## src/iahi_map.svh

```systemverilog
// Purpose: field positions, codes, reset values and timing figures
// Assumes: 100 MHz core clock
// Notes:   times in ns, counts derived in the top module
`ifndef IAHI_MAP_SVH
`define IAHI_MAP_SVH

// core clock period
`define IAHI_CLK_NS     10
// line cycle lengths at 60 Hz and 50 Hz
`define IAHI_LINE60_NS  16667000
`define IAHI_LINE50_NS  20000000
// settle time after a new setup byte
`define IAHI_SETUP_NS   2000000
// longest start-up zero calibration
`define IAHI_AZ_NS      400000000

// conversion setup byte fields
`define IAHI_RES_LSB    0
`define IAHI_LINE_BIT   3
`define IAHI_SEL_LSB    4
// default: 22 bits, 60 Hz, primary input
`define IAHI_SETUP_RST  8'h03

// resolution codes
`define IAHI_RES18      3'h1
`define IAHI_RES20      3'h2
`define IAHI_RES22      3'h3
`define IAHI_RES24      3'h4

// line cycles per integration
`define IAHI_LC18       7'h01
`define IAHI_LC20       7'h04
`define IAHI_LC22       7'h10
`define IAHI_LC24       7'h40

`endif

```

## src/iahi_pkg.sv

```systemverilog
// Purpose: types of the converter control block
// Assumes: iahi_map.svh holds the numbers
// Notes:   state codes written out
package iahi_pkg;

	typedef enum logic [2:0] {
		ST_AZ    = 3'h0,
		ST_IDLE  = 3'h1,
		ST_SETUP = 3'h2,
		ST_INTEG = 3'h3,
		ST_DIV   = 3'h4,
		ST_LOAD  = 3'h5,
		ST_MSB   = 3'h6,
		ST_MID   = 3'h7
	} iahi_state_t;

endpackage : iahi_pkg

```

## src/iahi_top.sv

```systemverilog
// Purpose: control and host interface of an integrating converter
// Assumes: host pins are asynchronous, comparator trip is a level
// Notes:   result is offset binary, right justified in three bytes
`include "iahi_map.svh"
`timescale 1ns/1ps
`default_nettype none

module iahi_top #(
	parameter logic [31:0] LINE60_CYC = 32'(`IAHI_LINE60_NS / `IAHI_CLK_NS),
	parameter logic [31:0] LINE50_CYC = 32'(`IAHI_LINE50_NS / `IAHI_CLK_NS),
	parameter logic [31:0] SETUP_CYC  = 32'(`IAHI_SETUP_NS / `IAHI_CLK_NS),
	parameter logic [31:0] AZ_CYC     = 32'(`IAHI_AZ_NS / `IAHI_CLK_NS)
) (
	input  wire logic       CLK,
	input  wire logic       RST_N,
	input  wire logic       CE,
	input  wire logic       CONVERT_N,
	input  wire logic       OE_N,
	input  wire logic       MODE_CTL,
	input  wire logic [7:0] DATA_IN,
	input  wire logic       COMP_TRIP,
	output logic      [7:0] DATA_OUT,
	output logic            DATA_OE_N,
	output logic            STATUS_FLAG_HIGH,
	output logic            STATUS_FLAG_LOW,
	output logic            REF_DIR,
	output logic            ZERO_CAL,
	output logic      [1:0] INPUT_SEL
);

	// resolution code to result width
	function automatic logic [4:0] res_bits(input logic [2:0] code);
		case (code)
			`IAHI_RES18: res_bits = 5'h12;
			`IAHI_RES20: res_bits = 5'h14;
			`IAHI_RES24: res_bits = 5'h18;
			default:     res_bits = 5'h16;
		endcase
	endfunction : res_bits
	// resolution code to line cycles
	function automatic logic [6:0] line_cycles(input logic [2:0] code);
		case (code)
			`IAHI_RES18: line_cycles = `IAHI_LC18;
			`IAHI_RES20: line_cycles = `IAHI_LC20;
			`IAHI_RES24: line_cycles = `IAHI_LC24;
			default:     line_cycles = `IAHI_LC22;
		endcase
	endfunction : line_cycles
	// state to status pair, high line first
	function automatic logic [1:0] status_of(input iahi_pkg::iahi_state_t s);
		case (s)
			iahi_pkg::ST_MSB:  status_of = 2'h1;
			iahi_pkg::ST_MID:  status_of = 2'h2;
			iahi_pkg::ST_IDLE: status_of = 2'h3;
			default:           status_of = 2'h0;
		endcase
	endfunction : status_of
	iahi_pkg::iahi_state_t state_r;
	iahi_pkg::iahi_state_t state_nxt;
	logic [11:0] pin_s1_r;
	logic [11:0] pin_s2_r;
	logic [2:0]  pin_d_r;
	logic [7:0]  setup_r;
	logic [31:0] tmr_r;
	logic [31:0] line_cnt_r;
	logic [6:0]  lc_cnt_r;
	logic [31:0] seg_r;
	logic [31:0] rise_acc_r;
	logic [31:0] fall_acc_r;
	logic [33:0] rem_r;
	logic [23:0] q_r;
	logic [4:0]  div_cnt_r;
	logic [23:0] res_r;

	// synchronised pins: convert, enable, mode, comparator, data
	wire        conv_s = pin_s2_r[11];
	wire        oe_s   = pin_s2_r[10];
	wire        mode_s = pin_s2_r[9];
	wire        comp_s = pin_s2_r[8];
	wire [7:0]  data_s = pin_s2_r[7:0];
	// edges seen on the second stage only
	wire        conv_fall = pin_d_r[2] & ~conv_s;
	wire        oe_fall   = pin_d_r[1] & ~oe_s;
	wire        comp_rise = ~pin_d_r[0] & comp_s;
	// setup decode
	wire [2:0]  res_code = setup_r[`IAHI_RES_LSB +: 3];
	wire [4:0]  nbits    = res_bits(res_code);
	wire [6:0]  ncyc     = line_cycles(res_code);
	wire [31:0] line_len = setup_r[`IAHI_LINE_BIT] ? LINE50_CYC : LINE60_CYC;
	// integration period in whole line cycles
	wire        in_integ   = (state_r == iahi_pkg::ST_INTEG);
	wire        line_end   = (line_cnt_r == line_len - 32'h1);
	wire        period_end = in_integ & line_end & (lc_cnt_r == ncyc - 7'h1);
	wire        acc_take   = in_integ & (comp_rise | period_end);

	// a setup byte is taken outside a conversion
	wire        busy       = in_integ | (state_r == iahi_pkg::ST_DIV) | (state_r == iahi_pkg::ST_LOAD);
	wire        setup_take = mode_s & oe_fall & ~busy;

	// timers of calibration and setup settle
	wire        az_end    = (tmr_r == AZ_CYC - 32'h1);
	wire        setup_end = (tmr_r == SETUP_CYC - 32'h1);
	// divider: |rise - fall| scaled over rise + fall
	wire [32:0] sum    = {1'b0, rise_acc_r} + {1'b0, fall_acc_r};
	wire        neg    = fall_acc_r > rise_acc_r;
	wire [32:0] diff   = neg ? {1'b0, fall_acc_r} - {1'b0, rise_acc_r}
	                         : {1'b0, rise_acc_r} - {1'b0, fall_acc_r};
	wire [33:0] rem2   = {rem_r[32:0], 1'b0};
	wire        ge     = rem2 >= {1'b0, sum};
	wire [33:0] rem_nx = ge ? rem2 - {1'b0, sum} : rem2;
	wire [23:0] q_nxt  = {q_r[22:0], ge};
	wire        in_div = (state_r == iahi_pkg::ST_DIV);
	wire        div_it = in_div & (div_cnt_r != 5'h0);
	wire        div_done = div_it & (div_cnt_r == nbits - 5'h1);

	// offset binary: half scale plus or minus the quotient
	wire [23:0] half    = 24'(24'h1 << (nbits - 5'h1));
	wire [23:0] res_nxt = neg ? half - q_nxt : half + q_nxt;

	// bus drive only with enable low and no setup in progress
	wire        drive_nxt = ~oe_s & ~mode_s;
	// conversion sequence
	always_comb
	begin
		state_nxt = state_r;
		case (state_r)
			iahi_pkg::ST_AZ:
				if (az_end)
					state_nxt = iahi_pkg::ST_IDLE;
			iahi_pkg::ST_IDLE:
				if (conv_fall)
					state_nxt = mode_s ? iahi_pkg::ST_SETUP : iahi_pkg::ST_INTEG;
			iahi_pkg::ST_SETUP:
				if (setup_end)
					state_nxt = iahi_pkg::ST_IDLE;
			iahi_pkg::ST_INTEG:
				if (period_end)
					state_nxt = iahi_pkg::ST_DIV;
			iahi_pkg::ST_DIV:
				if (div_done)
					state_nxt = iahi_pkg::ST_LOAD;
			iahi_pkg::ST_LOAD:
				state_nxt = iahi_pkg::ST_MSB;
			iahi_pkg::ST_MSB:
				if (conv_fall)
					state_nxt = mode_s ? iahi_pkg::ST_SETUP : iahi_pkg::ST_MID;
			iahi_pkg::ST_MID:
				if (conv_fall)
					state_nxt = mode_s ? iahi_pkg::ST_SETUP : iahi_pkg::ST_IDLE;
			default:
				state_nxt = iahi_pkg::ST_AZ;
		endcase
	end

	// pin synchronisers and edge history
	always_ff @(posedge CLK or negedge RST_N)
	begin
		if (!RST_N)
		begin
			pin_s1_r <= 12'hE00;
			pin_s2_r <= 12'hE00;
			pin_d_r  <= 3'h6;
		end
		else if (CE)
		begin
			pin_s1_r <= {CONVERT_N, OE_N, MODE_CTL, COMP_TRIP, DATA_IN};
			pin_s2_r <= pin_s1_r;
			pin_d_r  <= {conv_s, oe_s, comp_s};
		end
	end

	// state, status and calibration switch
	always_ff @(posedge CLK or negedge RST_N)
	begin
		if (!RST_N)
		begin
			state_r          <= iahi_pkg::ST_AZ;
			STATUS_FLAG_HIGH <= 1'b0;
			STATUS_FLAG_LOW  <= 1'b0;
			ZERO_CAL         <= 1'b1;
			DATA_OE_N        <= 1'b1;
		end
		else if (CE)
		begin
			state_r                             <= state_nxt;
			{STATUS_FLAG_HIGH, STATUS_FLAG_LOW} <= status_of(state_nxt);
			ZERO_CAL                            <= (state_nxt == iahi_pkg::ST_AZ);
			DATA_OE_N                           <= ~drive_nxt;
		end
	end

	// setup byte and input select
	always_ff @(posedge CLK or negedge RST_N)
	begin
		if (!RST_N)
		begin
			setup_r   <= `IAHI_SETUP_RST;
			INPUT_SEL <= 2'h0;
		end
		else if (CE)
		begin
			if (setup_take)
				setup_r <= data_s;
			INPUT_SEL <= setup_r[`IAHI_SEL_LSB +: 2];
		end
	end

	// shared timer for calibration and setup settle
	always_ff @(posedge CLK or negedge RST_N)
	begin
		if (!RST_N)
			tmr_r <= 32'h0;
		else if (CE)
			tmr_r <= (state_nxt != state_r) ? 32'h0 : tmr_r + 32'h1;
	end

	// line period and line cycle counters
	always_ff @(posedge CLK or negedge RST_N)
	begin
		if (!RST_N)
		begin
			line_cnt_r <= 32'h0;
			lc_cnt_r   <= 7'h0;
		end
		else if (CE)
		begin
			if (!in_integ || line_end)
				line_cnt_r <= 32'h0;
			else
				line_cnt_r <= line_cnt_r + 32'h1;
			if (!in_integ)
				lc_cnt_r <= 7'h0;
			else if (line_end)
				lc_cnt_r <= lc_cnt_r + 7'h1;
		end
	end

	// slope direction and slope time accumulation
	always_ff @(posedge CLK or negedge RST_N)
	begin
		if (!RST_N)
		begin
			REF_DIR    <= 1'b1;
			seg_r      <= 32'h0;
			rise_acc_r <= 32'h0;
			fall_acc_r <= 32'h0;
		end
		else if (CE)
		begin
			if (state_nxt == iahi_pkg::ST_INTEG && !in_integ)
			begin
				seg_r      <= 32'h0;
				rise_acc_r <= 32'h0;
				fall_acc_r <= 32'h0;
			end
			else if (acc_take)
			begin
				seg_r <= 32'h0;
				if (REF_DIR)
					rise_acc_r <= rise_acc_r + seg_r + 32'h1;
				else
					fall_acc_r <= fall_acc_r + seg_r + 32'h1;
			end
			else if (in_integ)
				seg_r <= seg_r + 32'h1;
			if (in_integ && comp_rise)
				REF_DIR <= ~REF_DIR;
		end
	end

	// restoring divider, one quotient bit per cycle
	always_ff @(posedge CLK or negedge RST_N)
	begin
		if (!RST_N)
		begin
			rem_r     <= 34'h0;
			q_r       <= 24'h0;
			div_cnt_r <= 5'h0;
		end
		else if (CE)
		begin
			if (!in_div)
				div_cnt_r <= 5'h0;
			else
				div_cnt_r <= div_cnt_r + 5'h1;
			if (in_div && div_cnt_r == 5'h0)
			begin
				rem_r <= {1'b0, diff};
				q_r   <= 24'h0;
			end
			else if (div_it)
			begin
				rem_r <= rem_nx;
				q_r   <= q_nxt;
			end
		end
	end

	// result and byte presented on the bus
	always_ff @(posedge CLK or negedge RST_N)
	begin
		if (!RST_N)
		begin
			res_r    <= 24'h0;
			DATA_OUT <= 8'h0;
		end
		else if (CE)
		begin
			if (div_done)
			begin
				res_r    <= res_nxt;
				DATA_OUT <= res_nxt[23:16];
			end
			else if (state_r == iahi_pkg::ST_MSB && state_nxt == iahi_pkg::ST_MID)
				DATA_OUT <= res_r[15:8];
			else if (state_r == iahi_pkg::ST_MID && state_nxt == iahi_pkg::ST_IDLE)
				DATA_OUT <= res_r[7:0];
		end
	end
endmodule : iahi_top

`default_nettype wire

```

## config.mk

```make
export PLATFORM = sky130hd
export DESIGN_NAME = iahi_top
export DESIGN_NICKNAME = d
export VERILOG_FILES = /design/src/iahi_pkg.sv /design/src/iahi_top.sv
export VERILOG_INCLUDE_DIRS = /design/src
export SDC_FILE = /design/constraint.sdc
export NUM_CORES = 1
export LEC_CHECK = 0
export BUFFER_PORTS_ARGS = -buffer_cell sky130_fd_sc_hd__buf_2
export CAP_MARGIN = 20
export CORE_ASPECT_RATIO = 1.1
export CORE_MARGIN = 1
export CORE_UTILIZATION = 31
export CTS_BUF_LIST = sky130_fd_sc_hd__clkbuf_16
export CTS_CLUSTER_SIZE = 30
export DETAILED_ROUTE_END_ITERATION = 10
export GPL_TIMING_DRIVEN = 0
export SLEW_MARGIN = 20
export SYNTH_ARGS = -nofsm -noshare
export SYNTH_HDL_FRONTEND = slang
export SYNTH_SLANG_ARGS = --single-unit
```

## constraint.sdc

```tcl
create_clock -name CLK -period 23.2 [get_ports CLK]
set_clock_uncertainty 0.2 [all_clocks]
set_input_delay 2.32 -clock CLK [delete_from_list [all_inputs] [get_ports CLK]]
set_output_delay 2.32 -clock CLK [all_outputs]
set_load 0.01 [all_outputs]
```

==> impl_metrics.json <==
{
  "outcome": "completed",
  "worstPathArrival_ns": 9.85,
  "first_global_vias": 21200,
  "via_count": 21900,
  "die_x_um": 271,
  "drive_gt1_share_pct": 6.68,
  "leakage_nw": 12.3,
  "die-area_sq_um": 80600,
  "hold_path_class": "flip-flop to flip-flop",
  "yosysMostFrequentCell": "nand2_1",
  "startpoint_type": "flip-flop",
  "place_ws_ns": 13.66,
  "dominantRegCellSynth": "dfrtp_1",
  "antenna_found_initial": 0,
  "avgRoutedWirePerCell_um": 17.5,
  "worst_path_largest_cell_delay_ns": 0.82,
  "detail-route-antenna-nets": 0,
  "viasPerCell": 5.27,
  "instances_no_fill": 4161,
  "grt_max_degree": 90,
  "drv_slew": 0,
  "syn_avg_cell_area_sq_um": 8.16,
  "synth_cell_types": 88,
  "grt_first_pass_wirelength_um": 116000,
  "max_freq_ghz": 0.104,
  "clock_latency_ns": 0.57,
  "rsz0062_at_grt": "no",
  "critPathBufInv": 2,
  "worst_slew_pin_slew_ns": 1.20,
  "reg2reg_depth": 30,
  "drcViolationCount": 0,
  "yosys-top-cells-area": "dfrtp_1, ha_1, xnor2_1",
  "critical_path_class": "flip-flop to flip-flop",
  "synthCells": 3016,
  "drv_cap": 0,
  "finalHoldViolCount": 0,
  "die_h_um": 298,
  "wl_um": 72800,
  "clkTransAtPathRegs_ns": 0.06,
  "drt_iter0_drc": 1480,
  "dr.pass1.iters": 6,
  "fin_area_sq_um": 27200,
  "placed_cell_area_sq_um": 26200,
  "port_buffers": 26,
  "area_growth_syn_to_layout_pct": 10.6,
  "crit_fanout": 10,
  "finalNetCount": 3325,
  "power_per_cell_area_nw_per_um2": 119,
  "crit_family": "compound AO/OA/AOI/OAI gates",
  "synth-edff-count": 0,
  "antenna_cells": 0,
  "synth_top_area_share_pct": 28.3,
  "yosysWarnings": 0,
  "gp_congestion": 0.959,
  "setup_viol": 0,
  "timing.final.crit_share_pct": 41.4,
  "clock_sinks": 291,
  "cts_buffer_depth": 3,
  "num_rows": 108,
  "crit_top_cell": "ha_1",
  "grt.total_usage_pct": 17.9,
  "crit_slowest_cell": "a2111oi_0",
  "place_hpwl_um": 57700,
  "cp.required_ns": 23.44,
  "ys_seq_elements": 291,
  "place_inst": 4097,
  "peakVddDrop_mv": 0.0703,
  "ys_async_sr_fraction_pct": 100,
  "ys_top_cells_by_count": "nand2_1, dfrtp_1, nor2_1",
  "netlist_area_sq_um": 24600,
  "cts_made_buffers": 35,
  "whs_path_depth": 2,
  "slew_headroom_pct": 20.0,
  "core_area_sq_um": 78800,
  "cts.htree.levels": 2,
  "cts_resized": 0,
  "synth.largest_area_cell": "dfrtp_1",
  "hold_buffers": 0,
  "start_util_pct": 31.3,
  "fillCellCount": 8180,
  "cts_tree": "done",
  "post_cts_buffers": 0,
  "root_buffer": "clkbuf_16",
  "fin_tns_setup_ns": 0,
  "critPathCaptureType": "flip-flop",
  "yosysSeqAreaShare_pct": 29.6,
  "overflow": 0,
  "post-route-min-period_ns": 9.61,
  "setup_ws_ns": 13.59,
  "ios": 30,
  "cp_num_cells": 30
}
==> power breakdown <==
group	switching, mW	leakage [nW]	total (mW)	internal [mW]
registers	0.0573	3.91	0.626	0.569
clock network	0.236	0.539	0.513	0.277
logic	1.31	7.81	2.09	0.785
==> metal layers <==
layer | part of all wire (%) | vias up | wire, um | GRT usage, %
met5 | 0 | - | 0 | 0
met4 | 4.3 | 0 | 3160 | 7.61
met3 | 3.3 | 154 | 2410 | 1.58
met2 | 48 | 504 | 34600 | 30.4
met1 | 45 | 10400 | 32600 | 23.1
li1 | - | 10900 | - | -
==> final cells by class <==
cell class	count	area, sq um	area share [%]
Clock buffer	35	876	3.22
Inverter	145	544	2.00
Buffer	127	537	1.97
Tap cell	1045	1310	4.80
Timing Repair Buffer	29	223	0.818
Multi-Input combinational cell	2460	16300	59.8
Clock inverter	29	169	0.620
Sequential cell	291	7300	26.8
==> worst reg2reg max path: cells and delay by family, from the launching register on <==
| kind | cells | cell delay [ns] |
|---|---|---|
| AOI/OAI and AO/OA | 16 | 5.03 |
| adders and majority gates | 4 | 1.40 |
| buffers and inverters | 2 | 0.76 |
| DFF | 1 | 0.44 |
| muxes | 1 | 0.31 |
| and+or+nand+nor | 7 | 1.35 |
==> layout by cell type (no fill, tap or decap), types with 11 or more instances in the layout <==
cell type,n
a31oi_1,38
o211ai_1,27
and2_1,21
nor3_1,50
mux2i_1,22
nand2b_1,33
o21ai_0,247
inv_1,155
a21o_1,69
clkbuf_1,92
or3_1,27
buf_2,41
xnor2_1,145
nor2_1,247
or2_2,18
nor2b_1,36
clkbuf_16,35
and3_1,54
a21oi_1,224
dfrtp_1,278
nand4_1,42
o21bai_1,40
dfstp_2,13
nand2_1,335
a211oi_1,22
nor2_4,20
ha_1,215
mux2_2,39
nor4_1,21
o21a_1,28
xor2_1,112
o21ai_1,11
o31ai_1,27
nand3_1,108
buf_1,16
==> logic make-up after synthesis <==
logic type               Yosys count  share of synthesized area [%]
AO/OA/AOI/OAI                    852                           21.6
XOR/XNOR                         257                           9.14
adder cells (fa/ha/maj)          221                           11.4
buffers and inverters            272                           4.39
flip-flops                       291                           29.6
multiplexers                      61                           2.68
other                              1                         0.0152
AND/OR/NAND/NOR                 1061                           21.1
==> registers in the layout, summed over array words and instances, names as in the netlist, 2 cells and up <==
| signal | cells |
|---|---|
| setup_r | 6 |
| pin_d_r | 3 |
| line_cnt_r | 32 |
| tmr_r | 32 |
| div_cnt_r | 5 |
| rem_r | 33 |
| q_r | 23 |
| res_r | 16 |
| pin_s1_r | 10 |
| rise_acc_r | 32 |
| state_r | 3 |
| INPUT_SEL | 2 |
| seg_r | 32 |
| lc_cnt_r | 7 |
| pin_s2_r | 10 |
| fall_acc_r | 32 |
| DATA_OUT | 8 |
==> worst paths after layout <==
check,from,endpoint,slack [ns]
min in group asynchronous,RST_N,tmr_r[19]$_DFFE_PN0P_,1.46
worst min-delay path,res_r[4]$_DFFE_PN0P_,res_r[4]$_DFFE_PN0P_,0.27
max in group asynchronous,RST_N,rem_r[25]$_DFFE_PN0P_,20.52
worst max register to register,rise_acc_r[0]$_DFFE_PN0P_,DATA_OUT[7]$_DFFE_PN0P_,13.59
worst max-delay path,rise_acc_r[0]$_DFFE_PN0P_,DATA_OUT[7]$_DFFE_PN0P_,13.59
worst min register to register,res_r[4]$_DFFE_PN0P_,res_r[4]$_DFFE_PN0P_,0.27
==> stage by stage <==
stage	hold WS [ns]	util, %	total power, mW
after global placement	0.258	33.1	2.66
after global routing	0.301	34.6	3.45
after floorplan	0.233	-	2.09
after CTS	0.273	34.6	3.20
final	0.268	34.6	3.23
after detailed placement	0.257	33.2	2.67
No activity file was read; power rests on OpenSTA's default activity.
